File: config.mk
export PLATFORM = sky130hd
export DESIGN_NAME = pmp_top
export DESIGN_NICKNAME = d
export VERILOG_FILES = /design/src/design/pmp_pkg.sv /design/src/design/pmp_tick.sv /design/src/design/pmp_chan.sv /design/src/design/pmp_top.sv
export SDC_FILE = /design/constraint.sdc
export NUM_CORES = 2
export LEC_CHECK = 0
export BUFFER_PORTS_ARGS = -buffer_cell sky130_fd_sc_hd__clkbuf_2
export CORE_MARGIN = 1
export CORE_UTILIZATION = 45
export DETAILED_ROUTE_END_ITERATION = 16
export SYNTH_ARGS = -nofsm -noshare
export SYNTH_HDL_FRONTEND = slang
export SYNTH_SLANG_ARGS = --single-unit
File: constraint.sdc
create_clock -name ref_clk -period 28.5 [get_ports ref_clk]
set_input_delay 1.425 -clock ref_clk [delete_from_list [all_inputs] [get_ports ref_clk]]
set_output_delay 1.425 -clock ref_clk [all_outputs]
set_load 0.1 [all_outputs]
File: src/design/pmp_pkg.sv
// constants shared by the pulse stretcher block
package pmp_pkg;
   // clock and time base
   localparam int unsigned CLK_HZ = 25000000;
   localparam int unsigned TICK_MS = 1;
   localparam int unsigned MS_CYCLES = CLK_HZ / 1000 * TICK_MS;
   localparam int unsigned DIV_W = 16;
   // per channel countdown, counted in milliseconds
   localparam int unsigned CNT_W = 25;
   localparam logic [24:0] MS_PER_S = 25'h00003e8;
   localparam logic [24:0] MS_PER_MIN = 25'h000ea60;
   localparam logic [24:0] OCT_STEP_MS = 25'h000000a;
   // setting ranges and reset values
   localparam logic [24:0] MS_LEN_MAX = 25'h000ea60;
   localparam logic [24:0] SEC_LEN_MAX = 25'h000012c;
   localparam logic [24:0] MIN_LEN_MAX = 25'h000012c;
   localparam logic [24:0] OCT_LEN_MAX = 25'h0057e40;
   localparam logic [15:0] MS_LEN_RST = 16'h0096;
   localparam logic [8:0] SEC_LEN_RST = 9'h000;
   localparam logic [8:0] MIN_LEN_RST = 9'h000;
   localparam logic [18:0] OCT_LEN_RST = 19'h00000;
   // register byte offsets
   localparam logic [7:0] ADDR_MS_LEN = 8'h00;
   localparam logic [7:0] ADDR_SEC_LEN = 8'h04;
   localparam logic [7:0] ADDR_MIN_LEN = 8'h08;
   localparam logic [7:0] ADDR_OUT_STAT = 8'h0c;
   localparam logic [7:0] ADDR_IN_STAT = 8'h10;
   localparam logic [7:0] ADDR_OCT_BASE = 8'h20;
   // status field positions: [7:0] octal, then ms, sec, minute pairs
   localparam int unsigned NUM_OCT = 8;
   localparam int unsigned NUM_CH = 14;
   localparam int unsigned POS_MS = 8;
   localparam int unsigned POS_SEC = 10;
   localparam int unsigned POS_MIN = 12;
endpackage : pmp_pkg

File: src/design/pmp_tick.sv
// one millisecond enable pulse from the system clock
`timescale 1ns/1ps
`default_nettype none
module pmp_tick #(
   parameter int unsigned CYC = pmp_pkg::MS_CYCLES
) (
   // clock and reset
   input wire logic ref_clk,
   input wire logic rst,
   // one cycle pulse every millisecond
   output logic tick
);
   logic [pmp_pkg::DIV_W-1:0] div_reg;

   // free running divider; tick comes from a flop so it is glitch free
   always_ff @(posedge ref_clk or posedge rst) begin
      if (rst) begin
         div_reg <= '0;
         tick <= 1'b0;
      end else if (div_reg == pmp_pkg::DIV_W'(CYC - 1)) begin
         div_reg <= '0;
         tick <= 1'b1;
      end else begin
         div_reg <= div_reg + 1'b1;
         tick <= 1'b0;
      end
   end

   a_tick_spacing: assert property (@(posedge ref_clk) disable iff (rst)
      tick |-> div_reg == '0) else $error("tick not aligned to divider wrap");
endmodule : pmp_tick
`default_nettype wire

File: src/design/pmp_chan.sv
// one stretching channel: output held for a millisecond count after a rising input
`timescale 1ns/1ps
`default_nettype none
module pmp_chan (
   // clock and reset
   input wire logic ref_clk,
   input wire logic rst,
   // millisecond enable
   input wire logic tick,
   // synchronised trigger and length in ms
   input wire logic trig,
   input wire logic [pmp_pkg::CNT_W-1:0] len_ms,
   // stretched output
   output logic pulse_out
);
   logic trig_d_reg;
   logic [pmp_pkg::CNT_W-1:0] cnt_reg;
   logic rise;

   assign rise = trig & ~trig_d_reg;

   // edge memory; a trigger high from reset counts as a rising edge
   always_ff @(posedge ref_clk or posedge rst) begin
      if (rst) begin
         trig_d_reg <= 1'b0;
      end else begin
         trig_d_reg <= trig;
      end
   end

   // load on rising edge, count down on ticks; a retrigger restarts the length
   always_ff @(posedge ref_clk or posedge rst) begin
      if (rst) begin
         cnt_reg <= '0;
      end else if (rise) begin
         cnt_reg <= len_ms;
      end else if (tick && cnt_reg != '0) begin
         cnt_reg <= cnt_reg - 1'b1;
      end
   end

   // long input holds the output, short one is stretched; zero length just follows
   always_ff @(posedge ref_clk or posedge rst) begin
      if (rst) begin
         pulse_out <= 1'b0;
      end else begin
         pulse_out <= trig | (cnt_reg != '0);
      end
   end

   a_rise_sets_out: assert property (@(posedge ref_clk) disable iff (rst)
      rise |=> pulse_out) else $error("output not set after rising input");
   a_load_length: assert property (@(posedge ref_clk) disable iff (rst)
      rise |=> cnt_reg == $past(len_ms)) else $error("length not loaded");
   a_count_down: assert property (@(posedge ref_clk) disable iff (rst)
      (tick && !rise && cnt_reg != '0) |=> cnt_reg == $past(cnt_reg) - 1'b1)
      else $error("countdown did not step");
   a_hold_while_in: assert property (@(posedge ref_clk) disable iff (rst)
      trig[*2] |-> pulse_out) else $error("output dropped while input high");
   a_zero_follows: assert property (@(posedge ref_clk) disable iff (rst)
      (len_ms == '0 && cnt_reg == '0 && !rise) |=> pulse_out == $past(trig))
      else $error("zero length does not follow input");
   a_drop_after: assert property (@(posedge ref_clk) disable iff (rst)
      (!trig && cnt_reg == '0) |=> !pulse_out) else $error("output stuck after expiry");
   c_short_stretched: cover property (@(posedge ref_clk) disable iff (rst)
      rise ##1 !trig ##1 (pulse_out && cnt_reg != '0));
   c_expiry: cover property (@(posedge ref_clk) disable iff (rst)
      (pulse_out && !trig && cnt_reg == 25'h1 && tick) ##2 !pulse_out);
endmodule : pmp_chan
`default_nettype wire

File: src/design/pmp_top.sv
// pulse stretcher group: three two-channel minimum pulse timers and one eight-channel timer
`timescale 1ns/1ps
`default_nettype none
// Overview of operation
// - Each two-channel timer has two channels that run independently of each other.
// - A rising two-channel input sets its output and holds it at least the set length.
// - Both channels of one two-channel timer use the one shared length register.
// - The millisecond timer length runs 0 to 60000 ms in 1 ms steps, reset value 150.
// - The seconds timer length runs 0 to 300 s in 1 s steps, reset value 0, for both channels.
// - The minutes timer length runs 0 to 300 min in 1 min steps, reset value 0, for both.
// - The octal timer has eight independent channels, one input and one output each.
// - Each octal channel has its own length, 0 to 3600000 ms in 10 ms steps, reset value 0.
// - A rising octal input sets its output for that channel's own length.
// - Octal pulse lengths are kept within 1 percent or 20 ms of the setting.
module pmp_top #(
   parameter int unsigned MS_CYCLES = pmp_pkg::MS_CYCLES
) (
   // clock and reset
   input wire logic ref_clk,
   input wire logic rst,
   // avalon-mm slave
   input wire logic [7:0] avs_address,
   input wire logic avs_read,
   input wire logic avs_write,
   input wire logic [31:0] avs_writedata,
   input wire logic [3:0] avs_byteenable,
   output logic [31:0] avs_readdata,
   output logic avs_waitrequest,
   // millisecond timer pins
   input wire logic ms_trigger_input_a,
   input wire logic ms_trigger_input_b,
   output logic ms_stretched_output_a,
   output logic ms_stretched_output_b,
   // seconds timer pins
   input wire logic sec_trigger_input_a,
   input wire logic sec_trigger_input_b,
   output logic sec_stretched_output_a,
   output logic sec_stretched_output_b,
   // minutes timer pins
   input wire logic minute_trigger_input_a,
   input wire logic minute_trigger_input_b,
   output logic minute_stretched_output_a,
   output logic minute_stretched_output_b,
   // octal timer pins
   input wire logic [7:0] octal_trigger_in,
   output logic [7:0] pulse_output_ch
);
   localparam int unsigned NCH = pmp_pkg::NUM_CH;
   localparam int unsigned NOCT = pmp_pkg::NUM_OCT;

   logic [15:0] ms_len_reg;
   logic [8:0] sec_len_reg;
   logic [8:0] min_len_reg;
   logic [18:0] oct_len_reg [NOCT];
   logic [NCH-1:0] pin_raw;
   logic [NCH-1:0] sync1_reg;
   logic [NCH-1:0] sync2_reg;
   logic [NCH-1:0] out_vec;
   logic [pmp_pkg::CNT_W-1:0] len_ms [NCH];
   logic tick;
   logic ack_reg;
   logic req;
   logic wr_fire;
   logic oct_hit;
   logic [2:0] oct_idx;
   logic [31:0] rd_next;

   // merge a write into a register under the byte enables
   function automatic logic [31:0] be_merge(input logic [31:0] old, input logic [31:0] wd,
                                            input logic [3:0] be);
      logic [31:0] r;
      r = old;
      for (int i = 0; i < 4; i++) begin
         if (be[i]) begin
            r[8*i +: 8] = wd[8*i +: 8];
         end
      end
      return r;
   endfunction : be_merge

   // out of range writes saturate at the top of the range rather than wrap
   function automatic logic [24:0] clamp(input logic [31:0] v, input logic [24:0] mx);
      clamp = (v > {7'h00, mx}) ? mx : v[24:0];
   endfunction : clamp

   // gather pins into one vector in status layout
   assign pin_raw = {minute_trigger_input_b, minute_trigger_input_a,
                     sec_trigger_input_b, sec_trigger_input_a,
                     ms_trigger_input_b, ms_trigger_input_a, octal_trigger_in};

   // two flop synchroniser; resets to false so an idle pin reads inactive
   always_ff @(posedge ref_clk or posedge rst) begin
      if (rst) begin
         sync1_reg <= '0;
         sync2_reg <= '0;
      end else begin
         sync1_reg <= pin_raw;
         sync2_reg <= sync1_reg;
      end
   end

   // shared millisecond time base
   pmp_tick #(
      .CYC(MS_CYCLES)
   ) u_tick (
      .ref_clk(ref_clk),
      .rst(rst),
      .tick(tick)
   );

   // lengths in ms: octal steps are 10 ms, pairs share one setting each
   always_comb begin
      for (int i = 0; i < NOCT; i++) begin
         len_ms[i] = 25'(oct_len_reg[i]) * pmp_pkg::OCT_STEP_MS;
      end
      len_ms[pmp_pkg::POS_MS] = 25'(ms_len_reg);
      len_ms[pmp_pkg::POS_MS+1] = 25'(ms_len_reg);
      len_ms[pmp_pkg::POS_SEC] = 25'(sec_len_reg) * pmp_pkg::MS_PER_S;
      len_ms[pmp_pkg::POS_SEC+1] = 25'(sec_len_reg) * pmp_pkg::MS_PER_S;
      len_ms[pmp_pkg::POS_MIN] = 25'(min_len_reg) * pmp_pkg::MS_PER_MIN;
      len_ms[pmp_pkg::POS_MIN+1] = 25'(min_len_reg) * pmp_pkg::MS_PER_MIN;
   end

   // one private counter per channel so no channel disturbs another
   for (genvar g = 0; g < NCH; g++) begin : g_chan
      pmp_chan u_chan (
         .ref_clk(ref_clk),
         .rst(rst),
         .tick(tick),
         .trig(sync2_reg[g]),
         .len_ms(len_ms[g]),
         .pulse_out(out_vec[g])
      );
   end

   // outputs straight from the channel flops
   assign pulse_output_ch = out_vec[NOCT-1:0];
   assign ms_stretched_output_a = out_vec[pmp_pkg::POS_MS];
   assign ms_stretched_output_b = out_vec[pmp_pkg::POS_MS+1];
   assign sec_stretched_output_a = out_vec[pmp_pkg::POS_SEC];
   assign sec_stretched_output_b = out_vec[pmp_pkg::POS_SEC+1];
   assign minute_stretched_output_a = out_vec[pmp_pkg::POS_MIN];
   assign minute_stretched_output_b = out_vec[pmp_pkg::POS_MIN+1];

   // bus handshake: every access waits exactly one cycle
   assign req = avs_read | avs_write;
   assign avs_waitrequest = req & ~ack_reg;
   assign wr_fire = avs_write & ack_reg;
   assign oct_hit = (avs_address[7:5] == pmp_pkg::ADDR_OCT_BASE[7:5]);
   assign oct_idx = avs_address[4:2];

   always_ff @(posedge ref_clk or posedge rst) begin
      if (rst) begin
         ack_reg <= 1'b0;
      end else begin
         ack_reg <= req & ~ack_reg;
      end
   end

   // length registers; writes saturate to the legal range
   always_ff @(posedge ref_clk or posedge rst) begin
      if (rst) begin
         ms_len_reg <= pmp_pkg::MS_LEN_RST;
         sec_len_reg <= pmp_pkg::SEC_LEN_RST;
         min_len_reg <= pmp_pkg::MIN_LEN_RST;
      end else if (wr_fire) begin
         unique case ({avs_address[7:2], 2'b00})
            pmp_pkg::ADDR_MS_LEN: begin
               ms_len_reg <= 16'(clamp(be_merge({16'h0000, ms_len_reg}, avs_writedata,
                                avs_byteenable), pmp_pkg::MS_LEN_MAX));
            end
            pmp_pkg::ADDR_SEC_LEN: begin
               sec_len_reg <= 9'(clamp(be_merge({23'h000000, sec_len_reg}, avs_writedata,
                                 avs_byteenable), pmp_pkg::SEC_LEN_MAX));
            end
            pmp_pkg::ADDR_MIN_LEN: begin
               min_len_reg <= 9'(clamp(be_merge({23'h000000, min_len_reg}, avs_writedata,
                                 avs_byteenable), pmp_pkg::MIN_LEN_MAX));
            end
            default: begin
            end
         endcase
      end
   end

   // per channel octal lengths, indexed by address
   always_ff @(posedge ref_clk or posedge rst) begin
      if (rst) begin
         for (int i = 0; i < NOCT; i++) begin
            oct_len_reg[i] <= pmp_pkg::OCT_LEN_RST;
         end
      end else if (wr_fire && oct_hit) begin
         oct_len_reg[oct_idx] <= 19'(clamp(be_merge({13'h0000, oct_len_reg[oct_idx]},
                                 avs_writedata, avs_byteenable), pmp_pkg::OCT_LEN_MAX));
      end
   end

   // read mux; unmapped words read zero
   always_comb begin
      rd_next = 32'h00000000;
      if (oct_hit) begin
         rd_next = {13'h0000, oct_len_reg[oct_idx]};
      end else begin
         unique case ({avs_address[7:2], 2'b00})
            pmp_pkg::ADDR_MS_LEN: rd_next = {16'h0000, ms_len_reg};
            pmp_pkg::ADDR_SEC_LEN: rd_next = {23'h000000, sec_len_reg};
            pmp_pkg::ADDR_MIN_LEN: rd_next = {23'h000000, min_len_reg};
            pmp_pkg::ADDR_OUT_STAT: rd_next = {18'h00000, out_vec};
            pmp_pkg::ADDR_IN_STAT: rd_next = {18'h00000, sync2_reg};
            default: rd_next = 32'h00000000;
         endcase
      end
   end

   // read data captured in the wait cycle so it stands when waitrequest drops
   always_ff @(posedge ref_clk or posedge rst) begin
      if (rst) begin
         avs_readdata <= 32'h00000000;
      end else if (avs_read && !ack_reg) begin
         avs_readdata <= rd_next;
      end
   end

   a_wait_one: assert property (@(posedge ref_clk) disable iff (rst)
      (req && avs_waitrequest) |=> !avs_waitrequest) else $error("access held too long");
   a_ms_range: assert property (@(posedge ref_clk) disable iff (rst)
      25'(ms_len_reg) <= pmp_pkg::MS_LEN_MAX) else $error("ms length out of range");
   a_sec_range: assert property (@(posedge ref_clk) disable iff (rst)
      25'(sec_len_reg) <= pmp_pkg::SEC_LEN_MAX) else $error("s length out of range");
   a_min_range: assert property (@(posedge ref_clk) disable iff (rst)
      25'(min_len_reg) <= pmp_pkg::MIN_LEN_MAX) else $error("min length out of range");
   a_oct_write: assert property (@(posedge ref_clk) disable iff (rst)
      (wr_fire && oct_hit && avs_byteenable == 4'hf && avs_writedata <= 32'h00057e40)
      |=> oct_len_reg[$past(oct_idx)] == $past(avs_writedata[18:0]))
      else $error("octal length write lost");
   a_pair_shared: assert property (@(posedge ref_clk) disable iff (rst)
      len_ms[pmp_pkg::POS_SEC] == len_ms[pmp_pkg::POS_SEC+1]
      && len_ms[pmp_pkg::POS_MIN] == len_ms[pmp_pkg::POS_MIN+1]
      && len_ms[pmp_pkg::POS_MS] == len_ms[pmp_pkg::POS_MS+1])
      else $error("pair length mismatch");
   a_pin_to_out: assert property (@(posedge ref_clk) disable iff (rst)
      pin_raw[0][*3] |=> out_vec[0])
      else $error("octal pin did not reach output");
   c_bus_write: cover property (@(posedge ref_clk) disable iff (rst) wr_fire && oct_hit);
   c_bus_read: cover property (@(posedge ref_clk) disable iff (rst)
      avs_read && !avs_waitrequest && avs_address == pmp_pkg::ADDR_OUT_STAT);
endmodule : pmp_top
`default_nettype wire

==> run_results.csv <==
group,metric,value,unit
outcome,status,"finished clean",
timing,setup_violations,0,
timing,fin_crit_sh,0.192,
pwr,power.leakage,21.8,nW
worst_setup_path,worstSetupEndpointType,"flip-flop",
detailed_routing,drt_wl_total,118,mm
place,dp_slack,22.52,ns
job,drv_cap,0,
timing,finalHoldViolCount,0,
layout,regArea,15700,sq um
logic_synthesis,synth_top_flop_cell,"dfrtp_1",
timing,finalCriticalPeriod,5.47,ns
place,gp_congestion,0.964,
floorplanning,dieArea,95900,sq um
logic_synthesis,syn_avg_cell_area,9.20,sq um
worst_setup_path,path_class,"in -> reg",
pwr,power_density,58.1,nW/um^2
timing,rsz0062_at_grt,"no",
layout,area.growth.synth_to_final,9.68,%
clock_network,cts_setup_buffers,0,
pwr,irDropWorstVdd,45.8,uV
clock_network,cts_resized,0,
worst_setup_path,worst_setup_path_start_kind,"input port",
detailed_routing,drtPass1Iterations,8,
layout,largest_reg_flops,350,
logic_synthesis,ys_types,95,
timing,tightest_slew,1.32,ns
layout,fin_nets,5177,
pwr,power,2.71,mW
logic_synthesis,yosys_warnings,0,
place,dp_hpwl,86.9,mm
logic_synthesis,synth_edf_count,0,
logic_synthesis,postSynth.asyncResetShare,1.00,
global_route,grt_start_max_net_pins,122,
detailed_routing,dr_total_vias,34500,
floorplanning,core_area,93600,sq um
timing,finalSetupTns,0,ns
place,place_area,44200,sq um
worst_setup_path,arrival,5.98,ns
clock_network,htree_levels,3,
timing,slew_headroom,0.120,
floorplanning,io_pins,109,
worst_setup_path,cp_max_fo,58,
floorplanning,start_util,0.455,
global_route,antenna_found_initial,9,
clock_network,insertion_delay,0.64,ns
timing,fmax,183,MHz
clock_network,cts_tree,"done",
global_route,grt_pass1_wl,186,mm
layout,layout-drive-gt1-share,0.0804,
timing,layout_setup_ws,23.03,ns
detailed_routing,ant_nets,0,
logic_synthesis,syn_area,42600,sq um
timing,skew,0.0267,ns
clock_network,clockBufferDepth,3,
layout,multi_input_area,25400,sq um
floorplanning,die_y,310,um
logic_synthesis,synthCells,4633,
layout,fin_area,46700,sq um
place,io_buffer_count,93,
clock_network,clkTransAtPathRegs,0.05,ns
floorplanning,die_w,310,um
logic_synthesis,ys_ff_latch,629,
detailed_routing,drc,0,
clock_network,postCtsHoldBufs,0,
layout,n_fill_cell,8889,
detailed_routing,wire_per_inst,19.7,um
clock_network,cts_root_buf,"clkbuf_16",
clock_network,numCtsBuffers,75,
detailed_routing,drt-initial-drc-count,2587,
global_route,grt_overflow,0,
floorplanning,num_rows,112,
min_path,hold_class,"reg -> reg",
logic_synthesis,yosysSeqAreaShare,0.370,
logic_synthesis,synthTopCellsByArea,"dfrtp_1 37%, ha_1 11%, xnor2_1 5.7%",
global_route,grt_pass1_vias,32500,
timing,maxSlewViolCount,0,
worst_setup_path,worstPathRequired,29.02,ns
detailed_routing,via_per_inst,5.76,
logic_synthesis,yosys.area.top_type,"dfrtp_1",
logic_synthesis,synth_top_area_frac,0.367,
clock_network,clkSinkCount,629,
global_route,grt.total_usage,0.248,
==> metal layers <==
layer	part of all wire	global-route usage	up-vias	wire [um]
met2	0.43	0.369	907	50400
met5	0.00049	0	-	58
li1	-	-	16700	-
met1	0.48	0.363	16700	56400
met3	0.060	0.0418	209	7050
met4	0.034	0.0819	10	4050
==> synth_stat cells, drive strengths merged (14+ instances only) <==
| library cell | count |
|---|---|
| a211oi | 36 |
| a21o | 40 |
| a21oi | 219 |
| a22o | 23 |
| a2bb2oi | 16 |
| a31oi | 31 |
| and2 | 15 |
| and3 | 26 |
| buf | 57 |
| clkbuf | 133 |
| dfrtp | 625 |
| fa | 61 |
| ha | 384 |
| inv | 181 |
| mux2 | 27 |
| mux2i | 66 |
| nand2 | 482 |
| nand2b | 56 |
| nand3 | 80 |
| nand4 | 22 |
| nor2 | 392 |
| nor2b | 35 |
| nor3 | 173 |
| nor4 | 104 |
| o211ai | 14 |
| o21a | 32 |
| o21ai | 351 |
| o22ai | 34 |
| o31ai | 84 |
| or2 | 30 |
| or3 | 108 |
| or4 | 49 |
| xnor2 | 276 |
| xor2 | 142 |
==> final timing paths <==
path / from / endpoint / slack, ns / cells after the start
max: avs_address[3] / oct_len_reg[55]$_DFFE_PP0P_ / 23.03 / 11
min: sync1_reg[3]$_DFF_PP0_ / sync2_reg[3]$_DFF_PP0_ / 0.35 / 0
max reg2reg: min_len_reg[0]$_DFFE_PP0P_ / g_chan[13].u_chan.cnt_reg[24]$_DFFE_PP0P_ / 23.63 / 14
min reg2reg: sync1_reg[3]$_DFF_PP0_ / sync2_reg[3]$_DFF_PP0_ / 0.35 / 0
max in group asynchronous: rst / g_chan[12].u_chan.cnt_reg[7]$_DFFE_PP0P_ / 25.14 / 4
min in group asynchronous: rst / g_chan[7].u_chan.cnt_reg[23]$_DFFE_PP0P_ / 0.98 / 2
==> final cells by class <==
cell class                      count  area share
Antenna cell                        1   0.0000535
Clock buffer                      110      0.0478
Clock inverter                     23     0.00597
Inverter                          183      0.0149
Multi-Input combinational cell   3643       0.544
Sequential cell                   629       0.337
Tap cell                         1254      0.0336
Timing Repair Buffer              138      0.0172
==> placed cells by master, fill, tap and decap left out, types with 47 or more instances in the layout <==
cell	n
nand3_1	79
clkbuf_16	79
o21ai_0	350
dfrtp_1	624
a21oi_1	218
or3_1	104
xnor2_1	276
o31ai_1	83
or4_1	47
fa_1	61
nand2b_1	56
nor3_1	172
clkbuf_2	92
mux2i_1	65
nor4_1	97
inv_1	180
xor2_1	142
nand2_1	480
ha_1	384
nor2_1	392
==> worst max-delay path, stage by stage <==
cell and delay, ns:
buf_4 0.38, buf_4 0.69, nand2_1 0.38, o22ai_1 0.36, a221oi_1 0.25, mux2i_2 0.89, nor3b_1 0.41, nor4_4 0.13
or2_2 0.29, buf_4 0.32, o31ai_1 0.32
==> through the flow <==
step                      cells  hold WS [ns]   util
after global placement     5847         0.331  0.472
after floorplan            4645         0.331      -
after detailed placement   5847         0.336  0.472
after global routing       5981         0.354  0.499
after CTS                  5980         0.349  0.499
final                      5981         0.346  0.499
==> cell families after synthesis <==
family          Yosys count  share of synthesized area
compound gates         1043                      0.155
xor+xnor                418                     0.0859
flops                   629                      0.370
buf+inv                 373                     0.0363
fa+ha+maj               445                      0.141
other cells               1                  0.0000880
mux                      97                     0.0248
simple gates           1627                      0.186
==> power breakdown <==
part / internal (mW) / switching, mW
Sequential: 0.982 / 0.108
Clock: 0.596 / 0.398
Combinational: 0.251 / 0.379
Total: 1.83 / 0.885
No activity file was read; power rests on OpenSTA's default activity.
